<file path="src/hdl/acs_regs.vh">
`ifndef ACS_REGS_VH
`define ACS_REGS_VH
// wake-up time after the rising edge of convert start, ns
`define ACS_WAKE_NS        1000
`define ACS_CLK_NS         10
// cycles of wake-up, rounded up
`define ACS_WAKE_CYC       ((`ACS_WAKE_NS + `ACS_CLK_NS - 1) / `ACS_CLK_NS)
// slave addresses, 7 bit
`define ACS_ADDR_FLOAT     7'h20
`define ACS_ADDR_V0_GND    7'h21
`define ACS_ADDR_V0_VDD    7'h22
`define ACS_ADDR_V1_GND    7'h23
`define ACS_ADDR_V1_VDD    7'h24
// encoding of the sensed address-select level
`define ACS_SEL_GND        2'h0
`define ACS_SEL_VDD        2'h1
`define ACS_SEL_FLOAT      2'h2
// output pin function
`define ACS_FUNC_ALERT     1'b0
`define ACS_FUNC_BUSY      1'b1
`endif

</file>
<file path="src/hdl/acs_convert_ctrl.v">
`timescale 1ns/1ps
`include "acs_regs.vh"
// Contract
// only a rising convert start edge wakes the converter; wake-up lasts 1 us
// falling convert start edge puts track/hold in hold and starts conversion
// driver holds convert start high at least 1 us before falling
// one output pin works as alert or busy, chosen by configuration
// alert mode, when enabled: assert if result above upper or below lower limit
// busy mode: output asserted exactly while a conversion runs
// version 0: address 0100001 on ground, 0100010 on supply
// version 1: address 0100011 on ground, 0100100 on supply
// floating address select gives address 0100000 on any version
// data line is open drain; nobody drives it high
// clock line is only an input from the bus master
// after power-up the converter sits in power-down until requested
// converter shuts down after each conversion; bus stays serviceable
// limit compare and busy release happen when the result is latched
module acs_convert_ctrl #(
  parameter DATA_W  = 12,
  parameter WAKE_CYC = `ACS_WAKE_CYC
) (
  input  wire              core_clk,
  input  wire              srst,
  input  wire              convert_start_n,
  input  wire [1:0]        slave_address_pin,
  input  wire              hw_version,
  input  wire              pin_function,
  input  wire              alert_enable,
  input  wire [DATA_W-1:0] upper_limit,
  input  wire [DATA_W-1:0] lower_limit,
  input  wire              conv_done,
  input  wire [DATA_W-1:0] conv_result,
  input  wire              scl_in,
  input  wire              sda_in,
  input  wire              sda_pull_low,
  output reg               alert_busy_out,
  output reg               converter_awake,
  output reg               track_hold,
  output reg               conv_start,
  output reg               conv_invalid,
  output reg  [DATA_W-1:0] result_out,
  output reg  [6:0]        slave_address,
  output reg               scl_sync,
  output reg               sda_sync,
  output reg               sda_out,
  output reg               sda_oe
);

  localparam ST_DOWN = 2'h0;
  localparam ST_WAKE = 2'h1;
  localparam ST_CONV = 2'h2;
  localparam CNT_W   = 16;
  localparam NPIN    = 6;

  // bit positions in the synchroniser bank
  localparam P_CS    = 0;
  localparam P_SCL   = 1;
  localparam P_SDA   = 2;
  localparam P_SEL   = 3;
  localparam P_VER   = 5;

  // reset levels match idle pins, so no false edge follows reset
  localparam [NPIN-1:0] PIN_RST = {1'b0, `ACS_SEL_FLOAT, 1'b1, 1'b1, 1'b0};

  wire [NPIN-1:0] pin_raw;
  wire [NPIN-1:0] pin_s;
  reg             cs_q;
  reg [1:0]       state_q;
  reg [1:0]       state_d;
  reg [CNT_W-1:0] wake_cnt_q;
  reg             wake_ok_q;
  reg             alert_q;
  wire            cs_rise;
  wire            cs_fall;
  wire            wake_hit;
  wire            fall_take;
  wire            done_take;
  wire            out_of_range;

  // address chosen from version and sensed select level
  function [6:0] pick_addr;
    input [1:0] sel;
    input       ver;
    begin
      case (sel)
        `ACS_SEL_GND: pick_addr = ver ? `ACS_ADDR_V1_GND : `ACS_ADDR_V0_GND;
        `ACS_SEL_VDD: pick_addr = ver ? `ACS_ADDR_V1_VDD : `ACS_ADDR_V0_VDD;
        default:      pick_addr = `ACS_ADDR_FLOAT;
      endcase
    end
  endfunction

  // all pins and the version strap gathered into one bank
  assign pin_raw = {hw_version, slave_address_pin, sda_in, scl_in, convert_start_n};

  // two-stage synchronisers; only the second stage is read
  genvar g;
  generate
    for (g = 0; g < NPIN; g = g + 1) begin : g_sync
      reg meta_q;
      reg sync_q;
      always @(posedge core_clk) begin
        if (srst) begin
          meta_q <= PIN_RST[g];
          sync_q <= PIN_RST[g];
        end else begin
          meta_q <= pin_raw[g];
          sync_q <= meta_q;
        end
      end
      assign pin_s[g] = sync_q;
    end
  endgenerate

  // last synchronised convert start level, for edge finding
  always @(posedge core_clk) begin
    if (srst)
      cs_q <= PIN_RST[P_CS];
    else
      cs_q <= pin_s[P_CS];
  end

  assign cs_rise   = pin_s[P_CS] & ~cs_q;
  assign cs_fall   = ~pin_s[P_CS] & cs_q;
  // a fall only counts once a wake edge has been seen
  assign fall_take = (state_q == ST_WAKE) & cs_fall;
  // results arriving outside a conversion are dropped
  assign done_take = (state_q == ST_CONV) & conv_done;
  // last wake cycle already counts, so an exact 1 us high time is valid
  assign wake_hit  = (wake_cnt_q == WAKE_CYC[CNT_W-1:0] - 1'b1);
  // strict compare on both limits
  assign out_of_range = (conv_result > upper_limit) || (conv_result < lower_limit);

  // converter power sequencing
  always @* begin
    state_d = state_q;
    case (state_q)
      ST_DOWN: if (cs_rise) state_d = ST_WAKE;
      ST_WAKE: if (cs_fall) state_d = ST_CONV;
      ST_CONV: if (conv_done) state_d = ST_DOWN;
      default: state_d = ST_DOWN;
    endcase
  end

  // power state; a fall while still asleep is ignored
  always @(posedge core_clk) begin
    if (srst)
      state_q <= ST_DOWN;
    else
      state_q <= state_d;
  end

  // wake-up timer, restarted by every rise, stops once long enough
  always @(posedge core_clk) begin
    if (srst) begin
      wake_cnt_q <= {CNT_W{1'b0}};
      wake_ok_q  <= 1'b0;
    end else if (cs_rise) begin
      wake_cnt_q <= {CNT_W{1'b0}};
      wake_ok_q  <= 1'b0;
    end else if (state_q == ST_WAKE && !wake_ok_q) begin
      wake_cnt_q <= wake_cnt_q + 1'b1;
      if (wake_hit)
        wake_ok_q <= 1'b1;
    end
  end

  // power and hold flags follow the next state, in step with the strobe
  always @(posedge core_clk) begin
    if (srst) begin
      converter_awake <= 1'b0;
      track_hold      <= 1'b0;
    end else begin
      converter_awake <= (state_d != ST_DOWN);
      track_hold      <= (state_d == ST_CONV);
    end
  end

  // start strobe and short-pulse flag; a short pulse still converts
  always @(posedge core_clk) begin
    if (srst) begin
      conv_start   <= 1'b0;
      conv_invalid <= 1'b0;
    end else begin
      conv_start <= fall_take;
      if (fall_take)
        conv_invalid <= ~(wake_ok_q | wake_hit);
    end
  end

  // result and limit check latched together, so the alert is never stale
  always @(posedge core_clk) begin
    if (srst) begin
      result_out <= {DATA_W{1'b0}};
      alert_q    <= 1'b0;
    end else if (done_take) begin
      result_out <= conv_result;
      alert_q    <= out_of_range;
    end
  end

  // shared pin; busy follows the conversion, alert the last result
  always @(posedge core_clk) begin
    if (srst)
      alert_busy_out <= 1'b0;
    else if (pin_function == `ACS_FUNC_BUSY)
      alert_busy_out <= (state_d == ST_CONV);
    else
      alert_busy_out <= alert_enable & alert_q;
  end

  // bus address from the synchronised version and select level
  always @(posedge core_clk) begin
    if (srst)
      slave_address <= `ACS_ADDR_FLOAT;
    else
      slave_address <= pick_addr(pin_s[P_SEL+1:P_SEL], pin_s[P_VER]);
  end

  // serial pins; data output only ever pulls low, never drives high
  always @(posedge core_clk) begin
    if (srst) begin
      scl_sync <= 1'b1;
      sda_sync <= 1'b1;
      sda_out  <= 1'b0;
      sda_oe   <= 1'b0;
    end else begin
      scl_sync <= pin_s[P_SCL];
      sda_sync <= pin_s[P_SDA];
      sda_out  <= 1'b0;
      sda_oe   <= sda_pull_low;
    end
  end

endmodule

</file>
<file path="config.mk">
export PLATFORM = sky130hd
export DESIGN_NAME = acs_convert_ctrl
export DESIGN_NICKNAME = d
export VERILOG_FILES = /design/src/hdl/acs_convert_ctrl.v
export VERILOG_INCLUDE_DIRS = /design/src /design/src/hdl
export SDC_FILE = /design/constraint.sdc
export NUM_CORES = 1
export LEC_CHECK = 0
export BUFFER_PORTS_ARGS = -buffer_cell sky130_fd_sc_hd__buf_2
export CORE_ASPECT_RATIO = 0.9
export CORE_UTILIZATION = 50
export CTS_BUF_LIST = sky130_fd_sc_hd__clkbuf_16
export CTS_CLUSTER_DIAMETER = 60
export DETAILED_ROUTE_END_ITERATION = 6
export PLACE_DENSITY = 0.78
export SLEW_MARGIN = 25
export SYNTH_ARGS = -nofsm -noshare
export SYNTH_HDL_FRONTEND = slang
export SYNTH_SLANG_ARGS = --single-unit
</file>
<file path="constraint.sdc">
create_clock -name core_clk -period 2.6 [get_ports core_clk]
set_input_delay 0.39 -clock core_clk [delete_from_list [all_inputs] [get_ports core_clk]]
set_output_delay 0.39 -clock core_clk [all_outputs]
set_load 0.02 [all_outputs]
</file>
Yosys cells after proc, flatten, opt, wreduce, memory -nomap -nowiden. Index checks and enable logic that the tools add are counted.

Add/sub/neg operators: 1. Multipliers: 0. Divide/modulo/power cells: 0. Order comparisons: 2. Equality and inequality tests: 5. Shift-type cells: 0. Multiplexer cells: 8. Bitwise operators: 9. Reductions and logical operators: 8.

Operator list (number): $add 16x1->16 const B (1); $eq 16x7->1 const B (1); $gt 12x12->1 (1); $lt 12x12->1 (1); $mux 2 (4); $pmux 2 s3 (1); $pmux 3 s2 (1); $and 1x1->1 (5); $eq 2x1->1 const B (2); $eq 2x2->1 const B (2); $logic_not 2->1 (2); $mux 3 (1); $not 1->1 (3); $reduce_and 2->1 (1); $reduce_bool 2->1 (1); $reduce_or 2->1 (1); $logic_and 1x1->1 (1); $logic_not 1->1 (1); $logic_or 1x1->1 (1); $mux 1 (1); $or 1x1->1 (1).

Bits in registers: 60. Bits in latches: 0. RAM bits: 0. Bits in read-only memories: 0. Memories kept: 0.

Depth between registers and ports, before layout. Gate-level depths: netlist of run 1.

Depth after elaboration: 6. Depth in mapped cells: 7. Gate-level depth less buffers: 7.

Worst setup path before layout of run 1. OpenSTA, ideal clock, no wires.

Kind: input -> register. Start point: input port upper_limit[1]. End point: register alert_q. Setup time: 0.101 ns. Arrival: 1.339 ns. Data required time: 2.499 ns. Slack: 1.160 ns. Stages on the path: 7. Path through: inv_1 > ha_1 > nor2b_1 > o211ai_1 > a21oi_1 > nor3_1 > o41ai_1.

Cells in the longest elaborated chain, start to end: 2.

Ends and longest elaborated chain: start: declaration (line acs_convert_ctrl.v:29) `input wire [DATA_W-1:0] upper_limit,`; $gt 12x12->1 (line acs_convert_ctrl.v:132) `assign out_of_range = (conv_result > upper_limit) || (conv_result < lower_limit);`; $logic_or 1x1->1 (line acs_convert_ctrl.v:132); end signal: assignment (line acs_convert_ctrl.v:198) `alert_q <= out_of_range;`; end: declaration (line acs_convert_ctrl.v:72) `reg alert_q;`.

Every way passes these cells. A chain may end at the register's enable or synchronous reset.

Final worst setup path of run 1.
Start point: register state_q[1]. End point: register alert_q.

Cells in the longest elaborated chain, start to end: 2.

Ends and longest elaborated chain: start: declaration (line acs_convert_ctrl.v:68) `reg [1:0] state_q;`; start signal: assignment (line acs_convert_ctrl.v:150) `state_q <= state_d;`; $eq 2x2->1 (line acs_convert_ctrl.v:128) `assign done_take = (state_q == ST_CONV) & conv_done;`; $and 1x1->1 (line acs_convert_ctrl.v:128).

Every way passes these cells.

==> results by group, run 1 <==
Critical path
  • CP Class: reg -> reg
  • Worst r2r src: state_q[1]
  • Max incr delay on CP: 0.46 ns
  • CP max FO: 14
  • Critical Path AT: ~1.9 ns
  • Worst path cell trace: nand3b_1, nor2_1, o21ai_0, nor3_1, o41ai_1
  • Crit path from: state_q[1]
  • Worst setup EP type: flop
  • Slowest-stage cell, CP: dfxtp_1
  • Worst setup SP type: flop
  • Worst EP required: 2.77 ns
  • Family with the most delay on the worst path: simple AND/OR/NAND/NOR gates
  • Critical path buffers and inverters: 0

Die
  • Starting density of the core: 52.7%
  • Die Wd: 78.0 um
  • Die ar.: between 0.005 and 0.006 mm2
  • Top Ports: 76
  • Die H: a little over 70 um
  • Rows: 24
  • Core box area: slightly below 0.005 mm2

Yosys
  • #FFs+latches synth: between 50 and 60
  • Syn Area/Cell: 8.66 um2
  • Synth unique cells: 38
  • Synth Instances: 300
  • Share of the synthesized area in the top cell type: 43.2%
  • Synth area leaders: dfxtp_1 43%, ha_1 12%, nand2_1 5.5%, a21oi_1 4.6%, nor2b_1 3.6%
  • Cell accounting for the most synthesized area: dfxtp_1
  • Asr flop ratio synth: 0%
  • Synth Warn #: 0
  • Top-count cell post-synth: dfxtp_1
  • Sequential area share after synthesis: 43.2%
  • Post-Syn Area: 0.00260 mm2
  • Most frequent cells after synthesis: 56 x dfxtp_1, 38 x nand2_1, 24 x a21oi_1, 24 x ha_1, 24 x inv_1
  • Ys flop type: dfxtp_1
  • Post-synth EDFFs: 0

Route
  • Drt drc: 0
  • Routed wire length: 5000 um
  • DRT Pass-1 Iters: 4
  • Post-route ant nets: 0
  • WL/cell: ~12 um
  • Drt initial violations: 67
  • Vias: approximately 2.2k
  • DR vias/cell: between 4 and 5

Clock network
  • H-tree lvl count: 2
  • Clk sinks: 56
  • Resized cells post-CTS: 0
  • Clk slew on worst S/H paths: ~0.07 ns
  • TritonCTS Buffers: 5
  • CTS tree: built
  • Maximum clock insertion buffer count: 2
  • Worst skew pair latency: roughly 0.29 ns
  • Clock root buffer: clkbuf_16
  • Postcts setup bufs: 0
  • Post-CTS Hold Buffers: 0

Layout
  • Nets: roughly 440
  • Area growth from synthesis to layout: 20.2%
  • Non-Filler Instances: between 400 and 500
  • Layout cell share with drive strength beyond 1: between 20% and 30%
  • Footprint of the multi-input gates: ~0.0013 mm2
  • Storage element area: around 0.0011 mm2
  • Fillers: approximately 430
  • N_diodes: 0

Pwr
  • Pleak: between 0.001 and 0.0015 uW
  • Internal power: 1310 uW
  • Pwr Density: between 500 and 600 mW/mm2
  • Combinational fraction of design power: 9.6%
  • Sw frac: between 20% and 30%
  • Clock share of power: between 30% and 40%
  • VDD IR max: roughly 0.00044 V
  • Seq pwr share: roughly 52%
  • Switching power: around 390 uW

Global routing
  • GRT overflow: 0
  • Total GRT Usage: just under 20%
  • Largest net degree at the start of global routing: 39
  • First-pass GRT wire length: ~8500 um
  • Vias in the first global route: between 1.5k and 2k
  • Initial antenna violation count: 0

Hold path
  • Hold Crit Start: slave_address_pin[1]
  • Worst min path class: in -> reg

Timing
  • Final Critical Period: between 1.5 and 2 ns
  • Fmax: approximately 600 MHz
  • Slew Viols, Final: 0
  • Final setup vio count: 0
  • Clk_skew: approximately 0.0042 ns
  • Final Cycle Share: between 60 and 70%
  • Final Hold Fails: 0
  • RSZ-0062 raised after global routing: false
  • Max_slew headroom: 56.1%
  • Setup TNS: 0 ns
  • Worst Tran Pin Value: approximately 0.66 ns

Placed design
  • Final GP Congestion: between 0.8 and 0.9
  • Port Buffers: 70
  • Hpwl dp: ~3800 um
  • Placed instance count: between 400 and 500

Job
  • MaxCap Viol Count: 0

Status
  • Status: complete, no violations
[power groups by stage]
stage	Sequential, uW	Clock, uW	Combinational, uW
floorplan	902	0	99.7
global placement	898	0	158
detailed placement	899	0	163
CTS	879	668	164
global route	880	711	185
finish	879	659	163
[path summary, 6_finish.rpt]
check	endpoint	slack [ns]	depth (start not counted)
max	alert_q	0.91	5
min	g_sync[4].meta_q	0.28	2
max reg2reg	alert_q	0.91	5
min reg2reg	g_sync[1].sync_q	0.41	1
[per-stage QoR]
stage               utilization, %  hold slack [ns]  area [um2]  setup WS (ns)  total power (uW)
CTS                           63.4            0.273        3120          0.920              1710
global route                  63.4            0.267        3120          0.655              1780
detailed placement            60.4            0.395        2980          0.884              1060
finish                        63.4            0.278        3120          0.907              1700
floorplan                        -            0.389        2610           1.16              1000
global placement              60.4            0.391        2980           1.00              1060
[kinds of logic (layout without fill, tap and decap cells)]
kind of cell / Yosys count / count (layout) / synth area share (%)
flops: 56 / 56 / 43.2
mux: 2 / 2 / 0.771
other cells: 2 / 5 / 0.289
simple gates: 122 / 122 / 24.4
fa+ha+maj: 24 / 24 / 11.6
compound gates: 43 / 43 / 9.15
xor+xnor: 13 / 13 / 4.38
buf+inv: 38 / 103 / 6.26
[cell usage in the layout, fill, tap and decap left out, types with 2 or more instances in the layout]
master and count:
inv_1 24, o211ai_1 2, nor4_1 3, nor2_1 22, xnor2_1 5, or2_2 8
conb_1 5, mux2i_1 2, nand3_1 3, buf_2 70, clkbuf_16 5, nand3b_1 2
nand4_1 7, ha_1 24, and3_1 3, nor2b_1 15, nand2b_1 2, dfxtp_1 56
o21ai_0 10, a21oi_1 24, nand2_1 38, or3_1 3, nor3_1 9, xor2_1 8
a211oi_1 3
[worst reg2reg max path, cell delays in order, from the launching register on]
cell	delay, ns
dfxtp_1	0.46
nand3b_1	0.46
nor2_1	0.22
o21ai_0	0.14
nor3_1	0.19
o41ai_1	0.10
[state kept, by name, indices dropped and copies added (netlist names), 2 cells and up]
signal	flops
g_sync.meta_q	6
slave_address	3
g_sync.sync_q	6
state_q	2
result_out	12
wake_cnt_q	16
[routing by layer]
layer	vias to the layer above	wire, um	GRT usage, %
met2	57	2200	30.3
met4	0	107	7.82
met3	11	233	4.84
met1	963	2450	26.4
li1	1129	-	-
met5	-	0	0
[layout make-up]
type,instances,area share [%]
repair buffers,71,11.5
multi-input cells,209,42.4
inverters,24,2.89
clock buffers,5,4.01
well taps,65,2.61
clock inverters,3,0.681
flip-flops and latches,56,35.9
(Power assumes the default switching activity.)
==> inputs of run 2 (changes only) <==
- CORE_UTILIZATION: 50 -> 46
- PLACE_DENSITY: 0.78 -> 0.75
- clock period: 2.6 -> 1.4 ns (I/O delays scaled with it)
==> results by group, run 2 (synthesized netlist as in run 1, its figures left out) <==
Layout
  • Max reg flops: 16 (unchanged)
  • Area growth from synthesis to layout: 32.8%
  • N_diodes: 0 (unchanged)
  • Nets: 468 (+6.6%)
  • Reg with most FFs: wake_cnt_q
  • Largest regs: wake_cnt_q: 16 flops, result_out: 12 flops
  • Leading cell type in the layout, fill and taps excluded: buf_2
  • Layout cell share with drive strength beyond 1: 34.3% (+10 points)
  • Fillers: 454 (+5.3%)
  • Commonest cells after routing, fill and taps aside: 70 x buf_2, 53 x dfxtp_1, 38 x nand2_1

Global routing
  • Initial antenna violation count: 0 (unchanged)
  • Largest net degree at the start of global routing: 20 (-49%)
  • GRT overflow: 0 (unchanged)
  • First-pass GRT wire length: 9210 um (+7.7%)
  • Total GRT Usage: 20.3% (+0.66 points)
  • Vias in the first global route: 2222 (+14%)

Pwr
  • Pwr Density: 940 mW/mm2 (+72%)
  • VDD IR max: 0.000845 V (+92%)
  • Total chip power: 3240 uW (+91%)
  • Pleak: 0.00162 uW (+11%)

Route
  • DR WL met3: 242 um (+3.9%)
  • Drt initial violations: 78 (+16%)
  • M1 WL: 2690 um (+9.8%)
  • DR vias/cell: 5.01 (+0.36%)
  • DRT Pass-1 Iters: 6 (+2)
  • Met2 wire length: 2840 um (+29%)
  • Post-route ant nets: 0 (unchanged)
  • Routed wire length: 5890 um (+18%)
  • WL/cell: 12.7 um (+10%)
  • Top Metal Used: met4
  • Drt drc: 0 (unchanged)
  • Vias: 2323 (+7.5%)

Die
  • Core box area: 0.00535 mm2 (+8.6%)
  • Die H: 73.3 um (+4.1%)
  • Top Ports: 76 (unchanged)
  • Rows: 25 (+4.2%)
  • Die Wd: 81.2 um (+4.1%)
  • Die ar.: 0.00595 mm2 (+8.5%)
  • Starting density of the core: 48.6% (-4.2 points)

Timing
  • Final Cycle Share: 107% (+42 points)
  • Fmax: 667 MHz (+13%)
  • Final Hold Fails: 0 (unchanged)
  • Final Critical Period: 1.50 ns (-0.194 ns)
  • RSZ-0062 raised after global routing: true
  • Clk_skew: 0.00499 ns (+0.000781 ns)
  • Final setup vio count: 5 (+5)
  • Final worst slack: -0.0988 ns (-1.01 ns)
  • Slew Viols, Final: 0 (unchanged)

Clock network
  • Worst skew pair latency: 0.30 ns (about the same)
  • TritonCTS Buffers: 5 (unchanged)
  • Clock root buffer: clkbuf_16
  • CTS tree: built
  • Maximum clock insertion buffer count: 2 (unchanged)
  • Clk slew on worst S/H paths: 0.07 ns (about the same)
  • H-tree lvl count: 2 (unchanged)
  • Clk sinks: 56 (unchanged)

Critical path
  • Worst path cell trace: or4_4, nor4_4, a41oi_1, mux2i_1, nor2_1
  • CP max FO: 2 (-12)
  • Worst setup SP type: flop
  • Worst EP required: 1.58 ns (-1.19 ns)
  • CP Class: reg -> reg
  • Critical Path AT: 1.68 ns (-0.18 ns)
  • Max incr delay on CP: 0.54 ns (+0.08 ns)
  • Family with the most delay on the worst path: simple AND/OR/NAND/NOR gates
  • Slowest-stage cell, CP: or4_4
  • Critical path buffers and inverters: 0 (unchanged)
  • Worst setup EP type: flop

Placed design
  • Place WS: -0.0824 ns (-0.966 ns)
  • Final GP Congestion: 0.793 (-1.2%)
  • Hpwl dp: 4160 um (+8.7%)
  • Port Buffers: 70 (unchanged)

Status
  • Failing checks: negative setup slack
  • Status: complete, but fails checks

Job
  • MaxCap Viol Count: 0 (unchanged)

Hold path
  • Worst min path class: in -> reg
-- run 2: final cells by class --
| type | count | area (um2) | share of cell area [%] |
|---|---|---|---|
| Multi-Input combinational cell | 210 | 1430 | 41.3 |
| Sequential cell | 56 | 1130 | 32.7 |
| Timing Repair Buffer | 99 | 572 | 16.6 |
| Clock buffer | 5 | 125 | 3.63 |
| Inverter | 24 | 90.1 | 2.61 |
| Tap cell | 67 | 83.8 | 2.43 |
| Clock inverter | 3 | 25.0 | 0.726 |
-- run 2: timing repair --
action / 4_1_cts / 5_1_grt
resized for setup: 4 / 22
hold buffers: 0 / 0
endpoints found under the setup margin: 7 / 20
buffers inserted: 1 / 3
cloned: 1 / 0
pin swaps: 5 / 15
-- run 2: metal layers --
| metal | GRT usage, % | vias up |
|---|---|---|
| li1 | - | 1185 |
| met1 | 25.0 | 1070 |
| met2 | 34.1 | 59 |
| met3 | 4.35 | 9 |
| met4 | 9.13 | 0 |
| met5 | 0 | - |
-- run 2: where the power goes --
part / total (uW) / internal, uW / switching (uW) / leakage (uW)
Clock: 1270 / 677 / 594 / 0.0000708
Sequential: 1630 / 1620 / 9.46 / 0.000457
Combinational: 342 / 161 / 181 / 0.00109
-- run 2: worst paths after layout --
kind	end	start	cells after the start	slack (ns)
worst max-delay path	conv_invalid	wake_cnt_q[9]	5	-0.1
worst min-delay path	g_sync[1].meta_q	scl_in	2	0.09
worst max register to register	conv_invalid	wake_cnt_q[9]	5	-0.1
worst min register to register	g_sync[1].sync_q	g_sync[1].meta_q	1	0.41
-- run 2: through the flow --
step | instances | setup TNS, ns | area, um2 | util (%) | hold slack, ns
3_5_place_dp | 451 | -0.191 | 3160 | 59.0 | 0.395
4_1_cts | 461 | -0.116 | 3340 | 62.4 | 0.0872
2_1_floorplan | 303 | -0.0342 | 2610 | - | 0.289
3_3_place_gp | 451 | -0.103 | 3160 | 59.0 | 0.391
6_report | 464 | -0.179 | 3450 | 64.5 | 0.0891
5_1_grt | 464 | -0.906 | 3450 | 64.5 | 0.0872
